<file path="src/rtl/pac_pkg.sv">
// Package for the process alarm comparator: register map, codes, resets
package pac_pkg;
  localparam int VAL_W = 16;
  localparam int NUM_ALARMS = 4;
  // Register byte offsets
  localparam logic [7:0] OFF_CTRL = 8'h00;
  localparam logic [7:0] OFF_ASSIGN = 8'h04;
  localparam logic [7:0] OFF_TYPES = 8'h08;
  localparam logic [7:0] OFF_MEAS = 8'h0C;
  localparam logic [7:0] OFF_TARGET = 8'h10;
  localparam logic [7:0] OFF_THR_BASE = 8'h20;
  localparam logic [7:0] OFF_LOW_BASE = 8'h30;
  localparam logic [7:0] OFF_STATUS = 8'h40;
  localparam logic [7:0] OFF_OUTLVL = 8'h44;
  // Field layout
  localparam int TYPE_W = 4;
  localparam int CTRL_DIR_BIT = 0;
  localparam int CTRL_RATE_BIT = 4;
  // Reset values and output level step
  localparam logic CTRL_DIR_RESET = 1'b0;
  localparam logic [3:0] TYPE_RESET = 4'h2;
  localparam logic [3:0] ASSIGN_RESET = 4'h0;
  localparam logic [15:0] OUT_STEP = 16'h0001;
  // Alarm type codes
  localparam logic [3:0] T_OFF = 4'h0;
  localparam logic [3:0] T_BAND_OUT = 4'h1;
  localparam logic [3:0] T_DEV_HI = 4'h2;
  localparam logic [3:0] T_DEV_LO = 4'h3;
  localparam logic [3:0] T_BAND_IN = 4'h4;
  localparam logic [3:0] T_BAND_OUT_SB = 4'h5;
  localparam logic [3:0] T_DEV_HI_SB = 4'h6;
  localparam logic [3:0] T_DEV_LO_SB = 4'h7;
  localparam logic [3:0] T_ABS_HI = 4'h8;
  localparam logic [3:0] T_ABS_LO = 4'h9;
  localparam logic [3:0] T_ABS_HI_SB = 4'hA;
  localparam logic [3:0] T_ABS_LO_SB = 4'hB;
  localparam logic [3:0] T_LOOP_BREAK = 4'hC;
  localparam logic [3:0] T_RATE = 4'hD;
  localparam logic [3:0] T_TGT_HI = 4'hE;
  localparam logic [3:0] T_TGT_LO = 4'hF;
  // Write response codes
  localparam logic [1:0] RESP_OKAY = 2'h0;
  localparam logic [1:0] RESP_SLVERR = 2'h2;
endpackage : pac_pkg

</file>
<file path="src/rtl/pac_top.sv">
// Process alarm comparator with AXI4-Lite register slave
`timescale 1ns/1ps
module pac_top (
  input wire logic aclk,
  input wire logic aresetn,
  input wire logic [7:0] s_axi_awaddr,
  input wire logic s_axi_awvalid,
  output logic s_axi_awready,
  input wire logic [31:0] s_axi_wdata,
  input wire logic [3:0] s_axi_wstrb,
  input wire logic s_axi_wvalid,
  output logic s_axi_wready,
  output logic [1:0] s_axi_bresp,
  output logic s_axi_bvalid,
  input wire logic s_axi_bready,
  input wire logic [7:0] s_axi_araddr,
  input wire logic s_axi_arvalid,
  output logic s_axi_arready,
  output logic [31:0] s_axi_rdata,
  output logic [1:0] s_axi_rresp,
  output logic s_axi_rvalid,
  input wire logic s_axi_rready,
  input wire logic [3:0] rate_alarm_in,
  output logic [3:0] alarm_out,
  output logic [15:0] output_level
);
  localparam int N = pac_pkg::NUM_ALARMS;
  localparam int W = pac_pkg::VAL_W;

  logic control_action_direction;
  logic [3:0] alarm_assign;
  logic [3:0] alarm_one_type_select, alarm_two_type_select;
  logic [3:0] alarm_three_type_select, alarm_four_type_select;
  logic [3:0] type_sel [N];
  logic signed [W-1:0] measured_value, target_value, prev_measured;
  logic signed [W-1:0] thr [N];
  logic signed [W-1:0] low_dev [N];
  logic [3:0] standby_armed;
  logic [3:0] next_alarm;
  logic [3:0] raw_hit;
  logic [3:0] rate_meta, rate_sync;
  logic meas_valid;

  assign type_sel[0] = alarm_one_type_select;
  assign type_sel[1] = alarm_two_type_select;
  assign type_sel[2] = alarm_three_type_select;
  assign type_sel[3] = alarm_four_type_select;

  // Write channel: take address and data in either order
  logic aw_held, w_held;
  logic [7:0] aw_addr;
  logic [31:0] w_data;
  logic [3:0] w_strb;
  logic do_write;
  assign s_axi_awready = !aw_held && !s_axi_bvalid;
  assign s_axi_wready = !w_held && !s_axi_bvalid;
  assign do_write = aw_held && w_held;

  always_ff @(posedge aclk) begin
    if (!aresetn) begin
      aw_held <= 1'b0;
      w_held <= 1'b0;
      aw_addr <= 8'h00;
      w_data <= 32'h0000_0000;
      w_strb <= 4'h0;
    end else if (do_write) begin
      aw_held <= 1'b0;
      w_held <= 1'b0;
    end else begin
      if (s_axi_awvalid && s_axi_awready) begin
        aw_held <= 1'b1;
        aw_addr <= s_axi_awaddr;
      end
      if (s_axi_wvalid && s_axi_wready) begin
        w_held <= 1'b1;
        w_data <= s_axi_wdata;
        w_strb <= s_axi_wstrb;
      end
    end
  end

  // Write decode helpers
  logic wr_ctrl, wr_assign, wr_types, wr_meas, wr_target, wr_known;
  assign wr_ctrl = do_write && aw_addr == pac_pkg::OFF_CTRL;
  assign wr_assign = do_write && aw_addr == pac_pkg::OFF_ASSIGN;
  assign wr_types = do_write && aw_addr == pac_pkg::OFF_TYPES;
  assign wr_meas = do_write && aw_addr == pac_pkg::OFF_MEAS;
  assign wr_target = do_write && aw_addr == pac_pkg::OFF_TARGET;
  assign wr_known = wr_ctrl || wr_assign || wr_types || wr_meas || wr_target
    || (aw_addr[7:4] == pac_pkg::OFF_THR_BASE[7:4] && aw_addr[1:0] == 2'h0)
    || (aw_addr[7:4] == pac_pkg::OFF_LOW_BASE[7:4] && aw_addr[1:0] == 2'h0);

  // Write response
  always_ff @(posedge aclk) begin
    if (!aresetn) begin
      s_axi_bvalid <= 1'b0;
      s_axi_bresp <= pac_pkg::RESP_OKAY;
    end else if (do_write) begin
      s_axi_bvalid <= 1'b1;
      s_axi_bresp <= wr_known ? pac_pkg::RESP_OKAY : pac_pkg::RESP_SLVERR;
    end else if (s_axi_bready) begin
      s_axi_bvalid <= 1'b0;
    end
  end

  // Direction and assignment settings
  always_ff @(posedge aclk) begin
    if (!aresetn) begin
      control_action_direction <= pac_pkg::CTRL_DIR_RESET;
      alarm_assign <= pac_pkg::ASSIGN_RESET;
    end else begin
      if (wr_ctrl && w_strb[0])
        control_action_direction <= w_data[pac_pkg::CTRL_DIR_BIT];
      if (wr_assign && w_strb[0])
        alarm_assign <= w_data[3:0];
    end
  end

  // Type settings; writes land only for assigned alarms
  always_ff @(posedge aclk) begin
    if (!aresetn) begin
      alarm_one_type_select <= pac_pkg::TYPE_RESET;
      alarm_two_type_select <= pac_pkg::TYPE_RESET;
      alarm_three_type_select <= pac_pkg::TYPE_RESET;
      alarm_four_type_select <= pac_pkg::TYPE_RESET;
    end else if (wr_types) begin
      if (alarm_assign[0] && w_strb[0])
        alarm_one_type_select <= w_data[3:0];
      if (alarm_assign[1] && w_strb[0] && w_data[7:4] != pac_pkg::T_LOOP_BREAK)
        alarm_two_type_select <= w_data[7:4];
      if (alarm_assign[2] && w_strb[1] && w_data[11:8] != pac_pkg::T_LOOP_BREAK)
        alarm_three_type_select <= w_data[11:8];
      if (alarm_assign[3] && w_strb[1] && w_data[15:12] != pac_pkg::T_LOOP_BREAK)
        alarm_four_type_select <= w_data[15:12];
    end
  end

  // Measured and target values, per-alarm thresholds
  always_ff @(posedge aclk) begin
    if (!aresetn) begin
      measured_value <= '0;
      target_value <= '0;
      prev_measured <= '0;
      meas_valid <= 1'b0;
      for (int i = 0; i < N; i++) begin
        thr[i] <= '0;
        low_dev[i] <= '0;
      end
    end else begin
      meas_valid <= wr_meas;
      if (wr_meas) begin
        prev_measured <= measured_value;
        measured_value <= w_data[W-1:0];
      end
      if (wr_target)
        target_value <= w_data[W-1:0];
      for (int i = 0; i < N; i++) begin
        if (do_write && aw_addr == pac_pkg::OFF_THR_BASE + 8'(4 * i))
          thr[i] <= w_data[W-1:0];
        if (do_write && aw_addr == pac_pkg::OFF_LOW_BASE + 8'(4 * i))
          low_dev[i] <= w_data[W-1:0];
      end
    end
  end

  // Output level follows measured value in the chosen direction
  always_ff @(posedge aclk) begin
    if (!aresetn) begin
      output_level <= 16'h0000;
    end else if (meas_valid && measured_value != prev_measured) begin
      if ((measured_value > prev_measured) == control_action_direction)
        output_level <= output_level + pac_pkg::OUT_STEP;
      else
        output_level <= output_level - pac_pkg::OUT_STEP;
    end
  end

  // Rate-alarm inputs from outside logic, synchronised
  always_ff @(posedge aclk) begin
    if (!aresetn) begin
      rate_meta <= 4'h0;
      rate_sync <= 4'h0;
    end else begin
      rate_meta <= rate_alarm_in;
      rate_sync <= rate_meta;
    end
  end

  // Alarm region evaluation by type code
  always_comb begin
    logic signed [W:0] pv, sp, hi, lo, x;
    pv = '0;
    sp = '0;
    hi = '0;
    lo = '0;
    x = '0;
    for (int i = 0; i < N; i++) begin
      pv = (W+1)'(measured_value);
      sp = (W+1)'(target_value);
      x = (W+1)'(thr[i]);
      hi = sp + x;
      lo = sp - (W+1)'(low_dev[i]);
      case (type_sel[i])
        pac_pkg::T_BAND_OUT, pac_pkg::T_BAND_OUT_SB:
          raw_hit[i] = pv > hi || pv < lo;
        pac_pkg::T_DEV_HI, pac_pkg::T_DEV_HI_SB:
          raw_hit[i] = pv >= hi;
        pac_pkg::T_DEV_LO, pac_pkg::T_DEV_LO_SB:
          raw_hit[i] = pv <= sp - x;
        pac_pkg::T_BAND_IN:
          raw_hit[i] = pv <= hi && pv >= lo;
        pac_pkg::T_ABS_HI, pac_pkg::T_ABS_HI_SB:
          raw_hit[i] = pv > x;
        pac_pkg::T_ABS_LO, pac_pkg::T_ABS_LO_SB:
          raw_hit[i] = pv < x;
        pac_pkg::T_RATE:
          raw_hit[i] = rate_sync[i];
        pac_pkg::T_TGT_HI:
          raw_hit[i] = sp > x;
        pac_pkg::T_TGT_LO:
          raw_hit[i] = sp < x;
        default:
          raw_hit[i] = 1'b0;
      endcase
    end
  end

  // Types carrying a standby sequence
  function automatic logic has_standby(input logic [3:0] t);
    has_standby = t == pac_pkg::T_BAND_OUT_SB || t == pac_pkg::T_DEV_HI_SB
      || t == pac_pkg::T_DEV_LO_SB || t == pac_pkg::T_ABS_HI_SB
      || t == pac_pkg::T_ABS_LO_SB;
  endfunction : has_standby

  // Standby: armed once outside the alarm region
  always_ff @(posedge aclk) begin
    if (!aresetn) begin
      standby_armed <= 4'h0;
    end else begin
      for (int i = 0; i < N; i++)
        if (!raw_hit[i])
          standby_armed[i] <= 1'b1;
    end
  end

  // Final alarm flags, gated by assignment and type
  always_comb begin
    for (int i = 0; i < N; i++) begin
      next_alarm[i] = alarm_assign[i] && raw_hit[i]
        && type_sel[i] != pac_pkg::T_OFF
        && (!has_standby(type_sel[i]) || standby_armed[i]);
    end
  end

  always_ff @(posedge aclk) begin
    if (!aresetn)
      alarm_out <= 4'h0;
    else
      alarm_out <= next_alarm;
  end

  // Read channel: one-cycle registered answer
  assign s_axi_arready = !s_axi_rvalid;
  always_ff @(posedge aclk) begin
    if (!aresetn) begin
      s_axi_rvalid <= 1'b0;
      s_axi_rdata <= 32'h0000_0000;
      s_axi_rresp <= pac_pkg::RESP_OKAY;
    end else if (s_axi_arvalid && s_axi_arready) begin
      s_axi_rvalid <= 1'b1;
      s_axi_rresp <= pac_pkg::RESP_OKAY;
      case (s_axi_araddr)
        pac_pkg::OFF_CTRL: s_axi_rdata <= {31'h0, control_action_direction};
        pac_pkg::OFF_ASSIGN: s_axi_rdata <= {28'h0, alarm_assign};
        pac_pkg::OFF_TYPES: s_axi_rdata <= {16'h0, alarm_four_type_select,
          alarm_three_type_select, alarm_two_type_select, alarm_one_type_select};
        pac_pkg::OFF_MEAS: s_axi_rdata <= {16'h0, measured_value};
        pac_pkg::OFF_TARGET: s_axi_rdata <= {16'h0, target_value};
        pac_pkg::OFF_STATUS: s_axi_rdata <= {24'h0, standby_armed, alarm_out};
        pac_pkg::OFF_OUTLVL: s_axi_rdata <= {16'h0, output_level};
        default: begin
          s_axi_rdata <= 32'h0000_0000;
          s_axi_rresp <= pac_pkg::RESP_SLVERR;
        end
      endcase
    end else if (s_axi_rready) begin
      s_axi_rvalid <= 1'b0;
    end
  end

  // Checks
  a_dir_reset: assert property (@(posedge aclk)
    $rose(aresetn) |-> !control_action_direction)
    else $error("direction not reverse after reset");
  a_type_reset: assert property (@(posedge aclk)
    $rose(aresetn) |-> alarm_two_type_select == pac_pkg::TYPE_RESET)
    else $error("type not 2 after reset");
  a_off_quiet: assert property (@(posedge aclk) disable iff (!aresetn)
    type_sel[0] == pac_pkg::T_OFF |=> !alarm_out[0])
    else $error("alarm with type zero");
  a_unassigned_quiet: assert property (@(posedge aclk) disable iff (!aresetn)
    !alarm_assign[1] |=> !alarm_out[1])
    else $error("unassigned alarm asserted");
  a_no_loopbreak: assert property (@(posedge aclk) disable iff (!aresetn)
    alarm_two_type_select != pac_pkg::T_LOOP_BREAK)
    else $error("alarm two took loop-break code");
  a_dev_hi_hit: assert property (@(posedge aclk) disable iff (!aresetn)
    alarm_assign[0] && type_sel[0] == pac_pkg::T_DEV_HI
    && (W+1)'(measured_value) >= (W+1)'(target_value) + (W+1)'(thr[0]) |=> alarm_out[0])
    else $error("upper deviation missed");
  a_dev_lo_hit: assert property (@(posedge aclk) disable iff (!aresetn)
    alarm_assign[0] && type_sel[0] == pac_pkg::T_DEV_LO
    && (W+1)'(measured_value) <= (W+1)'(target_value) - (W+1)'(thr[0]) |=> alarm_out[0])
    else $error("lower deviation missed");
  a_abs_hi_hit: assert property (@(posedge aclk) disable iff (!aresetn)
    alarm_assign[0] && type_sel[0] == pac_pkg::T_ABS_HI
    && measured_value > thr[0] |=> alarm_out[0])
    else $error("absolute upper missed");
  a_abs_lo_hit: assert property (@(posedge aclk) disable iff (!aresetn)
    alarm_assign[0] && type_sel[0] == pac_pkg::T_ABS_LO
    && measured_value < thr[0] |=> alarm_out[0])
    else $error("absolute lower missed");
  a_level_direct: assert property (@(posedge aclk) disable iff (!aresetn)
    meas_valid && measured_value > prev_measured && control_action_direction
    |=> output_level == $past(output_level) + pac_pkg::OUT_STEP)
    else $error("direct action level did not rise");
  a_standby_hold: assert property (@(posedge aclk) disable iff (!aresetn)
    !standby_armed[0] && has_standby(type_sel[0]) |=> !alarm_out[0])
    else $error("standby alarm too early");
endmodule : pac_top

</file>
<file path="config.mk">
export PLATFORM = sky130hd
export DESIGN_NAME = pac_top
export DESIGN_NICKNAME = d
export VERILOG_FILES = /design/src/rtl/pac_pkg.sv /design/src/rtl/pac_top.sv
export SDC_FILE = /design/constraint.sdc
export NUM_CORES = 1
export LEC_CHECK = 0
export BUFFER_PORTS_ARGS = -buffer_cell sky130_fd_sc_hd__buf_4
export CORE_ASPECT_RATIO = 0.9
export CORE_MARGIN = 8
export CORE_UTILIZATION = 64
export CTS_CLUSTER_SIZE = 8
export DETAILED_ROUTE_END_ITERATION = 10
export PLACE_DENSITY_LB_ADDON = 0.1
export SLEW_MARGIN = 40
export SYNTH_ARGS = -nofsm -noshare
export SYNTH_HDL_FRONTEND = slang
export SYNTH_SLANG_ARGS = --single-unit
</file>
<file path="constraint.sdc">
create_clock -name aclk -period 7.49 [get_ports aclk]
set_input_delay 0 -clock aclk [delete_from_list [all_inputs] [get_ports aclk]]
set_output_delay 0 -clock aclk [all_outputs]
set_load 0.02 [all_outputs]
</file>
==> metrics.txt, run 1 <==
main flop type after synthesis dfxtp_1; Core ar. 0.0426 mm²; Power Dens Cells 129 mW/mm²; Initial Util 0.643; clk buf depth 3; final hold viol count 0; sum of net half-perimeters after detailed placement 65000 µm; Worst EP arrival 6840 ps; Post-CTS Resized 0; Post-synth EDFFs 128; Worst-path clk slew 60 ps; drt pass-1 iters 8; GPL Wtd Cong 0.999; Tcrit/Tclk final 0.855; critical path class reg -> reg; warnings from Yosys 0; Avg WL per Cell 23.5 µm; Die Wd 234 µm; die height 212 µm; remaining antenna violation count 0; CP max FO 14; max cap viols 0; row cnt 72; drc violations 0; RR Startpoint target_value[3]$_SDFFE_PN0P_; postcts setup bufs 0; layout cells sized above 1 0.0715; P_leak 13.8 nW; Mean Syn Cell Area 8.51 µm²; final WL 92100 µm; via count 25300; number of port buffers 87; area leader, netlist ha_1; final net count 3899; # setup viols final 0; post-synthesis sequential area ratio 0.250; mapped cell area 0.0274 mm²; Worst Setup End Kind flop; CTS sink count 278; commonest non-fill, non-tap cell in the layout ha_1; Seq cells post-synth 278; Root Buffer clkbuf_16; top post-synthesis cells by area ha_1 22%, edfxtp_1 14%, dfxtp_1 11%; H-Tree Depth 2; Final Core Density 0.712; Worst Path Required 7920 ps; Endpoint, Worst Hold s_axi_rdata[2]$_SDFFE_PN0P_; flop2flop setup slack 1090 ps; share of the synthesized area in the top cell type 0.224; TritonCTS clock tree built; via density per instance 6.45; RR Endpoint alarm_out[1]$_SDFF_PN0_; Worst VDD drop 0.177 mV; vias in the first global route 23800; worst hold start s_axi_araddr[3]; Initial DRC Count 2713; most frequent cells in the layout 490 x ha_1, 270 x nand2_1, 248 x inv_1; Hold WC Path Type in -> reg; Worst slew margin 0.370; clock skew 17.1 ps; initial antenna violation count 5; GRT Util Overall 0.362; die area 0.0497 mm²; ys async rst share 0; status finished clean; Setup TNS 0 ps; worst hold stages 6; IO Count 124; pins over their slew limit 0; startpoint class of the critical path flop; GR Overflow Total 0; r2r worst-path depth 19; Layout area overhead 10.9%; Least-Margin Pin Slew 921 ps; worst skew pair latency 570 ps; Syn Inst Count 3218; Synth cell types 92; Tmin final 6400 ps; Hold-fix buffers, CTS 51; Total Power 3.93 mW; TritonCTS Buffers 41; first-pass GRT wire length 138000 µm; FMAX 156 MHz; RSZ-0062 raised after global routing no; largest net degree at the start of global routing 85
-- state kept, by name, summed over array words and instances (netlist names), 8 cells and up --
name            count
low_dev            64
aw_addr             8
thr                64
prev_measured      16
w_data             16
measured_value     16
s_axi_rdata        16
output_level       16
target_value       16
-- metrics by stage --
stage          area [µm²]  worst slack, ps  instances  hold WS [ps]
6_report            30400             1090       3915          96.7
4_1_cts             30300             1360       3913          45.3
5_1_grt             30400              864       3913           141
2_1_floorplan       27400             2320       3235           127
3_5_place_dp        28600             1380       3794           213
3_3_place_gp        28600             1550       3794           206
-- critical path: stages, from the launching register on --
cell and delay (ps):
dfxtp_1 940, ha_1 430, inv_1 160, a21oi_1 230
nor2_1 90, o41ai_1 410, o41ai_1 180, o41ai_1 610
o31a_1 230, o21ai_0 100, o21a_1 190, ha_1 320
nand4_1 210, nor4_1 810, nor2b_1 100, o21ai_0 180
a2111oi_0 170, or4_1 420, a211oi_1 380, a2111oi_0 120
-- Yosys cell counts (75+ instances only) --
master	count
a21oi_1	205
clkbuf_1	108
nand3_1	80
xnor2_1	116
ha_1	490
and2_1	158
o21ai_0	121
dfxtp_1	150
edfxtp_1	128
inv_1	248
nor2b_1	90
nand2_1	271
nor3_1	75
nor2_1	179
-- cell type report --
type | instances | area (µm²)
Multi-Input combinational cell | 2569 | 19100
Antenna cell | 2 | 5.00
Inverter | 249 | 935
Timing Repair Buffer | 194 | 1580
Clock buffer | 66 | 1170
Clock inverter | 2 | 36.3
Sequential cell | 278 | 6850
Fill cell | 3374 | 12300
Tap cell | 555 | 694
-- power by group --
part | switching (mW) | leakage [nW] | internal (mW) | total, mW
sequential | 0.0354 | 2.54 | 1.63 | 1.66
combinational | 0.302 | 10.7 | 0.189 | 0.491
clock | 0.715 | 0.581 | 1.06 | 1.78
total | 1.05 | 13.8 | 2.88 | 3.93
-- worst max-delay path by stage --
stage          cells after the start  slack [ps]                       startpoint                       endpoint
2_1_floorplan                     17        2320  measured_value[15]$_SDFFE_PN0P_  output_level[15]$_SDFFE_PN0P_
3_5_place_dp                      19        1380     target_value[3]$_SDFFE_PN0P_        alarm_out[1]$_SDFF_PN0_
6_report                          19        1090     target_value[3]$_SDFFE_PN0P_        alarm_out[1]$_SDFF_PN0_
3_3_place_gp                      19        1550     target_value[3]$_SDFFE_PN0P_        alarm_out[1]$_SDFF_PN0_
4_1_cts                           19        1360     target_value[3]$_SDFFE_PN0P_        alarm_out[1]$_SDFF_PN0_
5_1_grt                           19         860     target_value[3]$_SDFFE_PN0P_        alarm_out[1]$_SDFF_PN0_
-- metal layers --
layer,vias to the layer above,global-route usage,wire length (µm)
met5,-,0,26
met4,4,0.174,4860
met3,277,0.0855,10900
met2,1286,0.553,39000
met1,11900,0.479,37400
li1,11700,-,-
-- cell families after synthesis --
kind of cell,count (synthesis),share of synthesized area
AOI/OAI and AO/OA,772,0.190
xor gates and xnor gates,172,0.0550
muxes,58,0.0215
DFF,278,0.250
and+or+nand+nor,1046,0.194
adders and majority gates,503,0.233
buffers and inverters,388,0.0564
other,1,0.000137
Power figures use the tool's default switching activity.
==> run 2, diff against run 1 <==
--- a/config.mk
+++ b/config.mk
@@ -6,12 +6,13 @@
 export NUM_CORES = 1
 export LEC_CHECK = 0
 export BUFFER_PORTS_ARGS = -buffer_cell sky130_fd_sc_hd__buf_4
+export CAP_MARGIN = 20
 export CORE_ASPECT_RATIO = 0.9
 export CORE_MARGIN = 8
 export CORE_UTILIZATION = 64
 export CTS_CLUSTER_SIZE = 8
 export DETAILED_ROUTE_END_ITERATION = 10
-export PLACE_DENSITY_LB_ADDON = 0.1
+export PLACE_DENSITY = 0.82
 export SLEW_MARGIN = 40
 export SYNTH_ARGS = -nofsm -noshare
 export SYNTH_HDL_FRONTEND = slang
==> metrics.txt, run 2 (synthesis gave the netlist of run 1 again) <==
# setup viols final 0; Post-CTS Resized 0; CTS sink count 278; Power Dens Cells 128 mW/mm²; vias in the first global route 25100; Root Buffer clkbuf_16; critical path class reg -> reg; clk buf depth 3; commonest non-fill, non-tap cell in the layout ha_1; initial antenna violation count 4; dpl ws 1640 ps; die height 212 µm; GRT Util Overall 0.359; clock skew 24.2 ps; worst skew pair latency 570 ps; Initial Util 0.643; via density per instance 6.55; final WL 91300 µm; die area 0.0497 mm²; IO Count 124; Tcrit/Tclk final 0.807; H-Tree Depth 2; Worst VDD drop 0.175 mV; final hold viol count 0; Tmin final 6040 ps; Filler cells 3235; global routing usage on met1 0.467; Final Core Density 0.712; grt met3 use 0.0823; Layout area overhead 10.9%; setup ws final 1450 ps; TritonCTS clock tree built; P_leak 13.8 nW; largest net degree at the start of global routing 117; Core ar. 0.0426 mm²; Avg WL per Cell 23.3 µm; FMAX 165 MHz; Setup TNS 0 ps; Final Non-Filler Cells 3915; status finished clean; number of port buffers 87; Initial DRC Count 2774; Placed Cells incl. Taps 3794; CP startpoint target_value[0]$_SDFFE_PN0P_; final net count 3899; Top Usage Layer GRT met2; Worst EP arrival 6500 ps; sum of net half-perimeters after detailed placement 63400 µm; Die Wd 234 µm; Worst slew margin 0.394; startpoint class of the critical path flop; worst hold margin 103 ps; Worst Setup End Kind flop; layout cells sized above 1 0.0715; Largest regs low_dev (64), thr (64); CP max FO 8; max cap viols 0; worst hold start s_axi_wvalid; TritonCTS Buffers 41; via count 25700; most frequent cells in the layout 490 x ha_1, 270 x nand2_1, 248 x inv_1; Worst-path clk slew 50 ps; RR Startpoint target_value[0]$_SDFFE_PN0P_; GPL Wtd Cong 0.998; row cnt 72; RSZ-0062 raised after global routing no; Least-Margin Pin Slew 908 ps; Worst Path Required 7950 ps; Hold WC Path Type in -> reg; drc violations 0; grt met2 use 0.539; GR Overflow Total 0; pins over their slew limit 0; first-pass GRT wire length 139000 µm; remaining antenna violation count 0; drt pass-1 iters 9
-- run 2: cell count changes in the layout (fill, tap and decap cells not counted), sizes merged --
cell    previous run  this run
diode              2         3
clkbuf            66        63
inv              250       251
clkinv             1         2
-- run 2: metal layers --
metal  part of all wire  vias up
met5            0.00032        -
met4              0.065        4
met3               0.12      322
met2               0.42     1509
met1               0.40    12100
li1                   -    11800
-- run 2: report_power, final --
group / leakage [nW] / switching, mW / internal, mW / total, mW
Combinational: 10.7 / 0.297 / 0.188 / 0.485
Sequential: 2.54 / 0.0379 / 1.63 / 1.66
Clock: 0.570 / 0.719 / 1.03 / 1.75
-- run 2: path summary, 6_finish.rpt --
check                       endpoint  slack [ps]  cells past startpoint
min           w_data[4]$_SDFFE_PN0P_         100                      4
max reg2reg  alarm_out[2]$_SDFF_PN0_        1450                     21
min reg2reg  rate_sync[1]$_SDFF_PN0_         440                      1
max          alarm_out[2]$_SDFF_PN0_        1450                     21
-- run 2: critical path, cell delays in order, from the launching register on --
cell and delay [ps]:
dfxtp_1 460, inv_1 450, ha_1 270, nor2b_1 60, o21a_1 170, o21ai_0 330
a211oi_1 170, a41o_1 300, o41ai_1 690, o2111ai_1 260, a21oi_1 220, xor2_1 90
ha_1 310, nand3_1 120, nor3_1 340, inv_1 70, o31a_1 350, o2bb2a_1 330
a2111oi_0 380, a21oi_1 70, and3_1 210, a2111oi_2 270
-- run 2: final cells by class --
type	count	area, µm²	share of cell area
sequential	278	6850	0.226
tap	555	694	0.0229
antenna	3	7.51	0.000247
timing repair buffer	194	1590	0.0523
clock buffer	63	1120	0.0369
inverter	249	935	0.0308
clock inverter	4	72.6	0.00239
multi-input combinational	2569	19100	0.629
-- run 2: stage by stage --
step                      instance area, µm²  total power [mW]
after global placement                 28600              2.11
after floorplan                        27400              1.99
after global routing                   30300              3.99
after CTS                              30300              3.87
final                                  30400              3.90
after detailed placement               28600              2.13
-- run 2: repair_timing --
| item | CTS | global route |
|---|---|---|
| hold buffers | 51 | 0 |
| hold endpoints to repair | 64 | 0 |
| setup buffers | 0 | 0 |
